File: src/common/gpib_ctl_defs.vh
`ifndef GPIB_CTL_DEFS_VH
`define GPIB_CTL_DEFS_VH
// ----------------------------------------
// timing
// ----------------------------------------
`define CLK_PERIOD_NS      25
`define SYNC_DIV           15
`define EVT_SAMPLE_CYCLES  3
`define EVT_SAMPLE_CLKS    (`EVT_SAMPLE_CYCLES * `SYNC_DIV)
`define PPOLL_TIME_NS      2000
`define PPOLL_CLKS         ((`PPOLL_TIME_NS + `CLK_PERIOD_NS - 1) / `CLK_PERIOD_NS)
`define ATN_WAIT_NS        500
`define ATN_WAIT_CLKS      ((`ATN_WAIT_NS + `CLK_PERIOD_NS - 1) / `CLK_PERIOD_NS)
`define IFC_TIME_NS        100000
`define IFC_CLKS           (`IFC_TIME_NS / `CLK_PERIOD_NS + 1)
`define EOI_WAIT_NS        1500
`define EOI_WAIT_CLKS      ((`EOI_WAIT_NS + `CLK_PERIOD_NS - 1) / `CLK_PERIOD_NS)
`define EOI_WAIT3_NS       600
`define EOI_WAIT3_CLKS     ((`EOI_WAIT3_NS + `CLK_PERIOD_NS - 1) / `CLK_PERIOD_NS)
// ----------------------------------------
// command codes, status and mask bits
// ----------------------------------------
`define CMD_IACK       8'hF0
`define CMD_TAKE_CTL   8'hF1
`define CMD_PPOLL      8'hF2
`define CMD_IFC        8'hF3
`define CMD_REN_ON     8'hF4
`define CMD_REN_OFF    8'hF5
`define CMD_STANDBY    8'hF6
`define CMD_EVC_ON     8'hF7
`define CMD_TASK_DONE  8'hF8
`define CMD_EVC_LOAD   8'hF9
`define ST_OBF   0
`define ST_IBF   1
`define ST_IFC_RECEIVED_FLAG  2
`define ST_EV    4
`define ST_SRQ   5
`define ST_SYC   7
`define MSK_SRQ  0
`define MSK_INPUT_BUFFER_EMPTY_IRQ 2
`define MSK_OUTPUT_BUFFER_FULL_IRQ 3
`define MSK_SYC  4
`define MSK_TCI  5
`define MSK_SPI  6
`endif

File: src/gpib_ctl.v
`timescale 1ns/1ps
`default_nettype none
`include "gpib_ctl_defs.vh"
module gpib_ctl #(
  parameter IFC_CLKS = `IFC_CLKS
) (
  input  wire       CLK,
  input  wire       ARST_N,
  input  wire       CS_N,
  input  wire       RD_N,
  input  wire       WR_N,
  input  wire       REGISTER_SELECT_LINE,
  input  wire [7:0] D_IN,
  output reg  [7:0] D_OUT,
  output reg        D_OE_N,
  output reg        SYNC,
  input  wire       COUNT,
  input  wire       LATCHED_IFC_INPUT,
  input  wire       SRQ_IN,
  input  wire       ATTENTION_MONITOR_INPUT,
  input  wire       SYSTEM_CONTROLLER_SWITCH,
  input  wire       EOI_IN,
  input  wire       THREE_STATE_DRIVERS,
  output reg        LATCH_CLEAR_OUTPUT,
  output reg        ATTENTION_DRIVE_OUTPUT,
  output reg        CONTROLLER_IN_CHARGE_OUTPUT,
  output reg        IFC_OUT,
  output reg        IFC_OE_N,
  output reg        REN_OUT,
  output reg        DAV_OUT,
  output reg        DAV_OE_N,
  output reg        EOI_OUT,
  output reg        EOI_OE_N,
  output reg        EOI_SAMPLED,
  output reg        TASK_COMPLETE_IRQ,
  output reg        SPI_IRQ,
  output reg        INPUT_BUFFER_EMPTY_IRQ,
  output reg        OUTPUT_BUFFER_FULL_IRQ
);
  // ----------------------------------------
  // states
  // ----------------------------------------
  localparam [5:0] S_IDLE  = 6'h01;
  localparam [5:0] S_IFC   = 6'h02;
  localparam [5:0] S_ATN   = 6'h04;
  localparam [5:0] S_PPOLL = 6'h08;
  localparam [5:0] S_EOIW  = 6'h10;
  localparam [5:0] S_RENF  = 6'h20;
  // timing counts held at the width of the counters that load them
  localparam [5:0]  EVT_LAST = `EVT_SAMPLE_CLKS - 1;
  localparam [22:0] ATN_T    = `ATN_WAIT_CLKS;
  localparam [22:0] PPOLL_T  = `PPOLL_CLKS;
  localparam [22:0] EOIW_T   = `EOI_WAIT_CLKS;
  localparam [22:0] EOIW3_T  = `EOI_WAIT3_CLKS;

  reg  [1:0]  cs_s, rd_s, wr_s, a0_s, cnt_s, latched_ifc_input_s, srq_s, atn_s, syc_s, eoi_s, tsd_s;
  reg  [7:0]  din_s1, din_s2;
  reg         rd_d, wr_d, cnt_d, syc_d;
  reg  [3:0]  div;
  reg  [5:0]  pre;
  reg  [5:0]  state;
  reg  [22:0] tmr;
  reg  [7:0]  ibuf, obuf, mask, evc_init;
  reg         ibf, obf, evc_en, ack_pending;
  reg  [8:0]  evc;
  reg  [7:0]  status;
  reg         ren, controller_in_charge_output, task_complete_irq;
  wire        rd_fall  = rd_d & ~rd_s[1] & ~cs_s[1];
  wire        wr_rise  = ~wr_d & wr_s[1] & ~cs_s[1];
  wire        cnt_tick = (pre == 6'd0);
  wire        is_cmd   = a0_s[1];
  wire [7:0]  spi_src  = status & {1'b1, 1'b1, 1'b1, 1'b1, 4'h0};

  // ----------------------------------------
  // input synchronisers
  // ----------------------------------------
  always @(posedge CLK or negedge ARST_N) begin
    if (!ARST_N) begin
      {cs_s, rd_s, wr_s, a0_s, cnt_s, latched_ifc_input_s} <= 12'hFFF;
      {srq_s, atn_s, syc_s, eoi_s, tsd_s} <= 10'h000;
      din_s1 <= 8'h00;
      din_s2 <= 8'h00;
    end else begin
      cs_s   <= {cs_s[0], CS_N};
      rd_s   <= {rd_s[0], RD_N};
      wr_s   <= {wr_s[0], WR_N};
      a0_s   <= {a0_s[0], REGISTER_SELECT_LINE};
      cnt_s  <= {cnt_s[0], COUNT};
      latched_ifc_input_s <= {latched_ifc_input_s[0], LATCHED_IFC_INPUT};
      srq_s  <= {srq_s[0], SRQ_IN};
      atn_s  <= {atn_s[0], ATTENTION_MONITOR_INPUT};
      syc_s  <= {syc_s[0], SYSTEM_CONTROLLER_SWITCH};
      eoi_s  <= {eoi_s[0], EOI_IN};
      tsd_s  <= {tsd_s[0], THREE_STATE_DRIVERS};
      din_s1 <= D_IN;
      din_s2 <= din_s1;
    end
  end

  // ----------------------------------------
  // main control
  // ----------------------------------------
  always @(posedge CLK or negedge ARST_N) begin
    if (!ARST_N) begin
      rd_d <= 1'b1; wr_d <= 1'b1; cnt_d <= 1'b1; syc_d <= 1'b0;
      div <= 4'h0; pre <= 6'd0; SYNC <= 1'b0;
      state <= S_IDLE; tmr <= 23'd0;
      ibuf <= 8'h00; obuf <= 8'h00; mask <= 8'h00; evc_init <= 8'h00;
      ibf <= 1'b0; obf <= 1'b0; evc_en <= 1'b0; ack_pending <= 1'b0;
      evc <= 9'd255; status <= 8'h00;
      ren <= 1'b0; controller_in_charge_output <= 1'b0; task_complete_irq <= 1'b0;
      D_OUT <= 8'h00; D_OE_N <= 1'b1;
      LATCH_CLEAR_OUTPUT <= 1'b0; ATTENTION_DRIVE_OUTPUT <= 1'b0;
      CONTROLLER_IN_CHARGE_OUTPUT <= 1'b0;
      IFC_OUT <= 1'b0; IFC_OE_N <= 1'b1; REN_OUT <= 1'b0;
      DAV_OUT <= 1'b0; DAV_OE_N <= 1'b1; EOI_OUT <= 1'b0; EOI_OE_N <= 1'b1;
      EOI_SAMPLED <= 1'b0;
      TASK_COMPLETE_IRQ <= 1'b0; SPI_IRQ <= 1'b0;
      INPUT_BUFFER_EMPTY_IRQ <= 1'b0; OUTPUT_BUFFER_FULL_IRQ <= 1'b0;
    end else begin
      rd_d  <= rd_s[1];
      wr_d  <= wr_s[1];
      syc_d <= syc_s[1];
      // sync clock divider
      div  <= (div == 4'd`SYNC_DIV - 4'd1) ? 4'd0 : div + 4'd1;
      SYNC <= (div < 4'd7);
      // count input sampling
      pre <= (pre == EVT_LAST) ? 6'd0 : pre + 6'd1;
      if (cnt_tick) begin
        cnt_d <= cnt_s[1];
        if (evc_en && cnt_d && !cnt_s[1] && evc != 9'd0)
          evc <= evc - 9'd1;
      end
      if (evc_en && evc == 9'd0) begin
        status[`ST_EV] <= 1'b1;
        evc_en <= 1'b0;
      end
      // host bus read
      D_OE_N <= ~(~rd_s[1] & ~cs_s[1]);
      if (rd_fall) begin
        if (a0_s[1]) begin
          D_OUT <= {status[7:2], ibf, obf};
        end else begin
          D_OUT <= obuf;
          obf   <= 1'b0;
        end
      end
      // host bus write
      if (wr_rise) begin
        if (!is_cmd) begin
          mask <= din_s2;
        end else begin
          ibuf <= din_s2;
          ibf  <= 1'b1;
          task_complete_irq  <= 1'b0;
        end
      end
      // received ifc, monitored only when not system controller
      if (!syc_s[1] && latched_ifc_input_s[1] && !LATCH_CLEAR_OUTPUT) begin
        status[`ST_IFC_RECEIVED_FLAG] <= 1'b1;
        controller_in_charge_output <= 1'b0;
        LATCH_CLEAR_OUTPUT <= 1'b1;
      end else begin
        LATCH_CLEAR_OUTPUT <= 1'b0;
      end
      if (controller_in_charge_output && srq_s[1])
        status[`ST_SRQ] <= 1'b1;
      if (syc_s[1] != syc_d)
        status[`ST_SYC] <= 1'b1;
      // command execution and timed states
      case (state)
        S_IDLE: begin
          if (ibf && !(wr_rise && is_cmd)) begin
            ibf <= 1'b0;
            task_complete_irq <= 1'b1;
            case (ibuf)
              `CMD_IACK: status <= status & ~obuf;
              `CMD_TAKE_CTL: begin
                controller_in_charge_output <= 1'b1;
                ATTENTION_DRIVE_OUTPUT <= 1'b1;
                DAV_OUT <= 1'b1; DAV_OE_N <= 1'b0;
                tmr <= ATN_T; task_complete_irq <= 1'b0;
                state <= S_ATN;
              end
              `CMD_PPOLL: if (controller_in_charge_output) begin
                ATTENTION_DRIVE_OUTPUT <= 1'b1;
                EOI_OUT <= 1'b1; EOI_OE_N <= 1'b0;
                DAV_OUT <= 1'b1; DAV_OE_N <= 1'b0;
                tmr <= PPOLL_T; task_complete_irq <= 1'b0;
                state <= S_PPOLL;
              end
              `CMD_IFC: if (syc_s[1]) begin
                IFC_OUT <= 1'b1; IFC_OE_N <= 1'b0;
                controller_in_charge_output <= 1'b1;
                tmr <= IFC_CLKS[22:0]; task_complete_irq <= 1'b0;
                state <= S_IFC;
              end
              `CMD_REN_ON: if (syc_s[1]) ren <= 1'b1;
              `CMD_REN_OFF: if (syc_s[1]) begin
                ren <= 1'b0;
                tmr <= IFC_CLKS[22:0]; task_complete_irq <= 1'b0;
                state <= S_RENF;
              end
              `CMD_STANDBY: begin
                ATTENTION_DRIVE_OUTPUT <= 1'b0;
                tmr <= tsd_s[1] ? EOIW3_T : EOIW_T;
                task_complete_irq <= 1'b0;
                state <= S_EOIW;
              end
              `CMD_EVC_ON: begin
                evc    <= (evc_init == 8'h00) ? 9'd256 : {1'b0, evc_init};
                evc_en <= 1'b1;
              end
              `CMD_EVC_LOAD: evc_init <= obuf;
              default: begin
                obuf <= ibuf;
                obf  <= 1'b1;
              end
            endcase
          end
        end
        S_ATN, S_PPOLL, S_IFC, S_RENF, S_EOIW: begin
          if (tmr > 23'd1) begin
            tmr <= tmr - 23'd1;
          end else begin
            if (state == S_PPOLL) begin
              ATTENTION_DRIVE_OUTPUT <= 1'b0;
              EOI_OE_N <= 1'b1; EOI_OUT <= 1'b0;
            end
            if (state == S_EOIW)
              EOI_SAMPLED <= eoi_s[1];
            IFC_OUT <= 1'b0; IFC_OE_N <= 1'b1;
            DAV_OUT <= 1'b0; DAV_OE_N <= 1'b1;
            task_complete_irq   <= 1'b1;
            state <= S_IDLE;
          end
        end
        default: state <= S_IDLE;
      endcase
      REN_OUT                     <= ren;
      CONTROLLER_IN_CHARGE_OUTPUT <= controller_in_charge_output;
      TASK_COMPLETE_IRQ           <= task_complete_irq & mask[`MSK_TCI];
      SPI_IRQ                     <= status[`ST_IFC_RECEIVED_FLAG] | (mask[`MSK_SPI] & |spi_src);
      INPUT_BUFFER_EMPTY_IRQ      <= ~ibf & mask[`MSK_INPUT_BUFFER_EMPTY_IRQ];
      OUTPUT_BUFFER_FULL_IRQ      <= obf & mask[`MSK_OUTPUT_BUFFER_FULL_IRQ];
    end
  end
endmodule // gpib_ctl
`default_nettype wire

File: config.mk
export PLATFORM = sky130hd
export DESIGN_NAME = gpib_ctl
export DESIGN_NICKNAME = d
export VERILOG_FILES = /design/src/gpib_ctl.v
export VERILOG_INCLUDE_DIRS = /design/src /design/src/common
export SDC_FILE = /design/constraint.sdc
export NUM_CORES = 1
export LEC_CHECK = 0
export ABC_AREA = 1
export BUFFER_PORTS_ARGS = -buffer_cell sky130_fd_sc_hd__buf_2
export CORE_MARGIN = 1
export CORE_UTILIZATION = 49
export CTS_CLUSTER_SIZE = 12
export DETAILED_ROUTE_END_ITERATION = 10
export PLACE_DENSITY = 0.67
export RECOVER_POWER = 100
export SLEW_MARGIN = 20
export SYNTH_ARGS = -nofsm -noshare
export SYNTH_HDL_FRONTEND = slang
export SYNTH_SLANG_ARGS = --single-unit
File: constraint.sdc
create_clock -name CLK -period 2.58 [get_ports CLK]
set_input_delay 0.387 -clock CLK [delete_from_list [all_inputs] [get_ports CLK]]
set_output_delay 0.387 -clock CLK [all_outputs]
set_load 0.02 [all_outputs]
==> results.tsv, run 1 <==
stage	metric	value	unit
final_layout	layout.filler_cells	1351	
detailed_routing	avgViaCountPerCell	4.954	
die	rows	44	
run	number_of_max_cap_violations	1	
timing	worst-slew-pin-transition	1.617	ns
timing	maxSlewHeadroom	-7.824	%
global_route	via_count_of_the_first_global_routing_pass	5151	
global_route	grt-busiest-layer	met2	
timing	fmax	456.2	MHz
clocking	number_of_gates_resized_after_cts	0	
clocking	htree_num_levels	4	
timing	minimum_clock_period_after_layout	2.192	ns
placed_design	placedInstanceArea	7676	um^2
global_route	grt_overflow_total	0	
yosys	synth_largest_type_area_fraction	43.23	%
worst_setup_path	crit_fanout	19	
placed_design	dpl.cell_count	1097	
detailed_routing	routed_vias	5598	
yosys	yosys.area.top_type	dfrtp_1	
yosys	synth.lib_cells_used.distinct	40	
run_status	outcome	finished with violations	
yosys	synth_ff_type	dfrtp_1	
final_layout	proportion_of_layout_cells_with_a_drive_suffix_above_1	13.21	%
die	dieHeight	123.5	um
timing	timing.setup.tns	0	ns
clocking	insertion_delay	0.43	ns
die	floorplan.die_area	15260	um^2
detailed_routing	total_wire_length_after_detailed_routing	14390	um
placed_design	globalplace.congestion	0.8909	
placed_design	count_of_input_and_output_buffers	44	
yosys	netlist_area	7236	um^2
global_route	met1_usage	28.92	%
power_and_ir_drop	power_per_cell_area	746.6	nW/um^2
placed_design	dp_slack	0.4501	ns
clocking	tritoncts	yes	
power_and_ir_drop	irDropWorstVdd	0.4945	mV
global_route	grt_antenna_before_repair	0	
yosys	mapped_cells	874	
timing	fin_skew	0.007904	ns
hold_path	type_of_the_worst_min_delay_path	primary input to flip-flop	
yosys	synth.yosys.seq_area_share	53.40	%
clocking	clock_net_sink_count	153	
detailed_routing	drt.antenna.violating_nets	0	
final_layout	final_nets	959	
clocking	cts_inserted_buffers	17	
global_route	grt_max_degree	67	
timing	setup_failing_eps_final	0	
global_route	gr-usage-met3	4.705	%
worst_setup_path	setup.worst_path.start_class	flip-flop	
detailed_routing	first_pass_iters	6	
global_route	gr-usage-met2	31.81	%
final_layout	instances_no_fill	1130	
power_and_ir_drop	power_leakage	4.404	nW
placed_design	detailedPlacementHpwl	10210	um
detailed_routing	wl_per_cell	12.74	um
global_route	grt_util_all_layers	20.68	%
final_layout	insertedDiodeCount	0	
yosys	syn_area_per_cell	8.279	um^2
die	pin_count	46	
worst_setup_path	worst_ep_arrival_time	2.56	ns
clocking	cts.clk_slew.worst_paths	0.07	ns
timing	final_min_period_over_clock_period	84.96	%
final_layout	layout_commonest_cell	nand2_1	
yosys	ys_async_sr_fraction	100.0	%
global_route	grt_pass1_wl	24170	um
timing	timing_max_transition_violations_final	66	
timing	post-route-worst-setup-slack	0.3881	ns
clocking	cts-root-buf	clkbuf_16	
worst_setup_path	timing.critical_path.required	2.95	ns
yosys	number_of_synthesized_register_bits	153	
timing	hold_violations	0	
worst_setup_path	criticalPathCategory	flip-flop to flip-flop	
yosys	synth.top_cells.by_area	dfrtp_1 (43%), nand2_1 (14%), dfstp_2 (10%)	
die	initial_utilization	49.97	%
yosys	mappedNetlistNets	900	
run_status	violations	max-capacitance violations, max-slew violations	
final_layout	top_library_cells_by_usage_in_the_layout_fill_and_taps_aside	nand2_1 (262), dfrtp_1 (125), nor2_1 (108)	
detailed_routing	drt-initial-drc-count	423	
yosys	synth-edff-count	0	
worst_setup_path	crit_path_end_kind	flip-flop	
clocking	cts_max_path_buffers	2	
die	floorplan.core_area	14480	um^2
yosys	yosys_warnings	0	
die	die_w	123.5	um
detailed_routing	drc_errors	0	
final_layout	summed_area_of_non_filler_cells_in_the_final_layout	8183	um^2
final_layout	area_growth_syn_to_layout	13.09	%
timing	unrepaired_setup_endpoints_after_global_routing	false	
[sequential cells by signal (all words and copies together) (netlist names), 4 cells and up]
| name | count |
|---|---|
| obuf | 8 |
| evc | 9 |
| div | 4 |
| din_s1 | 8 |
| din_s2 | 8 |
| pre | 6 |
| state | 6 |
| evc_init | 8 |
| mask | 4 |
| D_OUT | 8 |
| ibuf | 8 |
| tmr | 23 |
| status | 6 |
[synth_stat cells, types with 2 or more instances]
cell type and instances:
nor4_1 2, clkbuf_1 4, nand3b_1 2, nor3_1 11
nand3_2 13, or2_2 4, a21oi_1 14, nand2_1 261
xor2_1 7, dfstp_2 28, inv_2 7, nand2_2 7
a31oi_1 10, o21a_1 2, nand3_1 66, nand2_4 2
buf_6 3, buf_2 5, nor2_2 7, dfrtp_1 125
o21ai_0 45, buf_4 2, nand3_4 2, nor2_1 108
ha_1 5, nand4_1 13, mux2_2 2, o21ai_1 4
nor2_4 6, inv_1 97
[final cells by class]
class                   count  area (um^2)  area share [%]
clock buffers              17        425.4           5.199
clock inverters            15        181.4           2.217
inverters                 105        394.1           4.817
multi-input cells         601         2816           34.42
flip-flops and latches    153         3864           47.22
well taps                 184        230.2           2.813
repair buffers             55        271.5           3.318
[report_power, final]
part	switching, mW	total (mW)	internal, mW	leakage, nW
registers	0.141	2.73	2.59	1.88
clock network	1.08	2.55	1.47	0.302
logic	0.570	0.833	0.263	2.22
[worst max-delay path, cell delays in order (launching register included)]
cell and delay (ns):
dfrtp_1 0.45, nor2_4 0.18, nand2_1 0.10, inv_1 0.08
nand2_1 0.08, nand3_4 0.20, nor2_2 0.10, a21oi_4 0.38
clkbuf_2 0.35, nand3_1 0.12, nand2_1 0.08
[final timing paths]
path / startpoint / endpoint / slack [ns] / cells past startpoint
min reg2reg: din_s1[6]$_DFF_PN0_ / din_s2[6]$_DFF_PN0_ / 0.35 / 0
min in group asynchronous: ARST_N / DAV_OUT$_DFFE_PN0P_ / 0.90 / 2
max reg2reg: state[2]$_DFFE_PN0P_ / tmr[13]$_DFFE_PN0P_ / 0.39 / 10
min: CS_N / cs_s[0]$_DFF_PN1_ / 0.05 / 1
max: state[2]$_DFFE_PN0P_ / tmr[13]$_DFFE_PN0P_ / 0.39 / 10
max in group asynchronous: ARST_N / wr_s[0]$_DFF_PN1_ / 0.49 / 3
[per-stage QoR]
step | total power [mW] | utilization [%] | hold WS (ns)
after floorplan | 3.339 | - | 0.09141
after global placement | 3.617 | 53.02 | 0.3336
after detailed placement | 3.628 | 53.02 | 0.3347
after CTS | 6.200 | 57.28 | 0.03774
after global routing | 6.426 | 56.52 | 0.03048
final | 6.110 | 56.52 | 0.05416
[kinds of logic (layout without fill, tap and decap cells)]
| family | count (synthesis) | in the layout | share of synthesized area [%] |
|---|---|---|---|
| AO/OA/AOI/OAI | 79 | 79 | 5.966 |
| XOR/XNOR | 8 | 8 | 0.9684 |
| adder cells (fa/ha/maj) | 5 | 5 | 0.8646 |
| buffers and inverters | 120 | 192 | 6.882 |
| flip-flops | 153 | 153 | 53.40 |
| multiplexers | 3 | 3 | 0.4496 |
| AND/OR/NAND/NOR | 506 | 506 | 31.47 |
[per-layer routing]
layer | up-vias | wire, um
li1 | 2897 | -
met2 | 88 | 6568
met1 | 2596 | 7157
met3 | 17 | 469
met5 | - | 0
met4 | 0 | 197
[what timing repair did]
item | CTS | global route
hold buffers | 1 | 0
buffers inserted | 0 | 0
hold endpoints to repair | 57 | 0
endpoints found under the setup margin | 0 | 0
Power figures use the tool's default switching activity.
==> run 2: changes to the inputs <==
- PLACE_DENSITY: 0.67 -> 0.69
- clock period: 2.58 -> 1.8 ns (I/O delays scaled with it)
==> results.tsv, run 2 (same netlist as run 1, synthesis figures left out) <==
stage	metric	value	unit
worst_setup_path	timing.critical_path.required	2.11	ns
worst_setup_path	worstPathBufferInverterCount	4	
placed_design	count_of_input_and_output_buffers	44	
hold_path	type_of_the_worst_min_delay_path	flip-flop to flip-flop	
global_route	grt-busiest-layer	met2	
final_layout	area_growth_syn_to_layout	23.43	%
die	floorplan.die_area	15260	um^2
clocking	cts.clk_slew.worst_paths	0.07	ns
timing	minimum_clock_period_after_layout	1.905	ns
power_and_ir_drop	power.share.switching	29.73	%
final_layout	layout_commonest_cell	nand2_1	
detailed_routing	drt.antenna.violating_nets	0	
run	number_of_max_cap_violations	0	
power_and_ir_drop	power_leakage	4.704	nW
clocking	tritoncts	yes	
timing	final_min_period_over_clock_period	105.8	%
global_route	grt_util_all_layers	21.57	%
timing	fmax	525.1	MHz
final_layout	final_nets	1018	
timing	setup_failing_eps_final	29	
final_layout	seqCellArea	3864	um^2
global_route	grt_overflow_total	0	
timing	post-route-worst-setup-slack	-0.1045	ns
placed_design	detailedPlacementHpwl	10770	um
power_and_ir_drop	p_clk_share	39.2	%
final_layout	multi_input_area	3014	um^2
detailed_routing	avgViaCountPerCell	4.936	
global_route	met1_usage	29.96	%
worst_setup_path	crit_fanout	12	
timing	maxSlewHeadroom	33.55	%
global_route	grt_antenna_before_repair	0	
clocking	cts_inserted_buffers	17	
global_route	grt_pass1_wl	25170	um
clocking	clock_net_sink_count	153	
clocking	cts-root-buf	clkbuf_16	
final_layout	top_library_cells_by_usage_in_the_layout_fill_and_taps_aside	nand2_1 (255), dfrtp_1 (125), nor2_1 (99)	
power_and_ir_drop	power.share.combinational	16.7	%
power_and_ir_drop	power.switching	2.635	mW
placed_design	dp_slack	-0.08405	ns
clocking	insertion_delay	0.43	ns
die	floorplan.core_area	14480	um^2
detailed_routing	drt-initial-drc-count	309	
final_layout	largest_register	tmr	
detailed_routing	drc_errors	0	
power_and_ir_drop	finalPower	8.861	mW
worst_setup_path	critical_path.slowest_cell	dfstp_2	
worst_setup_path	worst_ep_arrival_time	2.22	ns
timing	timing_max_transition_violations_final	0	
worst_setup_path	setup.worst_path.start_class	flip-flop	
clocking	cts_max_path_buffers	2	
worst_setup_path	crit_path_frequent_cell	nor2_4	
run_status	violations	negative setup slack	
worst_setup_path	critical-path-top-delay-family	simple AND/OR/NAND/NOR gates	
worst_setup_path	crit_path_end_kind	flip-flop	
detailed_routing	wl_per_cell	12.84	um
timing	fin_skew	0.01261	ns
timing	hold_violations	0	
worst_setup_path	max_stage_delay	0.57	ns
worst_setup_path	criticalPathCategory	flip-flop to flip-flop	
power_and_ir_drop	internal_pwr_total	6.227	mW
timing	unrepaired_setup_endpoints_after_global_routing	true	
power_and_ir_drop	sequentialPowerShare	44.1	%
run_status	outcome	finished with violations	
die	initial_utilization	49.97	%
timing	worst-slew-pin-transition	0.9968	ns
detailed_routing	total_wire_length_after_detailed_routing	15270	um
die	pin_count	46	
global_route	via_count_of_the_first_global_routing_pass	5435	
clocking	htree_num_levels	4	
final_layout	largest_register_ffs	23	
final_layout	proportion_of_layout_cells_with_a_drive_suffix_above_1	20.20	%
power_and_ir_drop	power_per_cell_area	992.2	nW/um^2
die	rows	44	
power_and_ir_drop	irDropWorstVdd	0.6723	mV
final_layout	insertedDiodeCount	0	
placed_design	globalplace.congestion	0.8857	
detailed_routing	routed_vias	5869	
global_route	gr-usage-met2	33.41	%
die	dieHeight	123.5	um
global_route	gr-usage-met3	4.382	%
final_layout	reg_top3	tmr: 23 flops, evc: 9 flops	
die	die_w	123.5	um
final_layout	layout.filler_cells	1250	
global_route	grt_max_degree	55	
worst_setup_path	crit_path_cell_trace	inv_2 > nor2_4 > inv_2 > nor2_4 > nand3_4 > nor2_4 > nor2_4 > buf_12 > buf_12 > nand3_1 > nand2_1	
detailed_routing	first_pass_iters	5	
==> run 2: changes by cell type in the layout (fill, tap and decap cells not counted), moves of 5 or more <==
cell,previous run,this run
o21ai_0,49,44
nor2_4,6,11
dlygate4sd3_1,1,19
nand2_1,262,255
nand2_2,6,12
nand3_1,76,61
nand3_2,3,16
buf_12,1,6
buf_6,0,6
nor2_1,108,99
buf_4,4,31
==> run 2: timing repair <==
action | in CTS | in global routing
hold buffers | 19 | 0
setup buffers | 1 | 8
setup endpoints to repair | 29 | 49
hold endpoints to repair | 47 | 0
pin swaps | 3 | 16
resized for setup | 6 | 36
cloned | 0 | 0
==> run 2: metal layers <==
| layer | part of all wire, % | up-vias |
|---|---|---|
| met5 | 0 | - |
| met4 | 1.4 | 0 |
| met3 | 2.6 | 16 |
| met2 | 47 | 93 |
| met1 | 49 | 2753 |
| li1 | - | 3007 |
==> run 2: worst paths after layout <==
kind | from | end | slack [ns] | cells past startpoint
min in group asynchronous | ARST_N | EOI_OUT$_DFFE_PN0P_ | 0.55 | 2
worst max register to register | state[0]$_DFFE_PN1P_ | tmr[5]$_DFFE_PN0P_ | -0.10 | 11
worst min register to register | din_s1[7]$_DFF_PN0_ | din_s2[7]$_DFF_PN0_ | 0.35 | 0
worst max-delay path | state[0]$_DFFE_PN1P_ | tmr[5]$_DFFE_PN0P_ | -0.10 | 11
worst min-delay path | din_s1[7]$_DFF_PN0_ | din_s2[7]$_DFF_PN0_ | 0.35 | 0
max in group asynchronous | ARST_N | wr_s[0]$_DFF_PN1_ | 0.23 | 3
==> run 2: power by group through the flow <==
stage / registers (mW) / logic (mW) / clock network [mW]
2_1_floorplan: 3.99 / 0.801 / 0
3_3_place_gp: 3.95 / 1.32 / 0
3_5_place_dp: 3.96 / 1.34 / 0
4_1_cts: 3.90 / 1.41 / 3.54
5_1_grt: 3.94 / 1.66 / 3.71
6_report: 3.90 / 1.48 / 3.48
==> run 2: per-stage QoR <==
step                cells  cell area [um^2]  TNS (ns)  utilization, %  hold slack (ns)
floorplan             874              7236         0               -         -0.02559
global placement     1130              7986   -0.7063           55.16           0.2048
detailed placement   1130              7986    -1.591           55.16           0.2152
CTS                  1182              8796         0           60.75           0.3217
global route         1189              8931    -5.730           61.68           0.3527
finish               1189              8931    -2.003           61.68           0.3476
==> run 2: cell type report <==
| cell class | count | area share, % |
|---|---|---|
| Clock inverter | 15 | 1.737 |
| Multi-Input combinational cell | 601 | 33.75 |
| Tap cell | 184 | 2.578 |
| Sequential cell | 153 | 43.26 |
| Timing Repair Buffer | 114 | 9.498 |
| Clock buffer | 17 | 4.763 |
| Inverter | 105 | 4.413 |
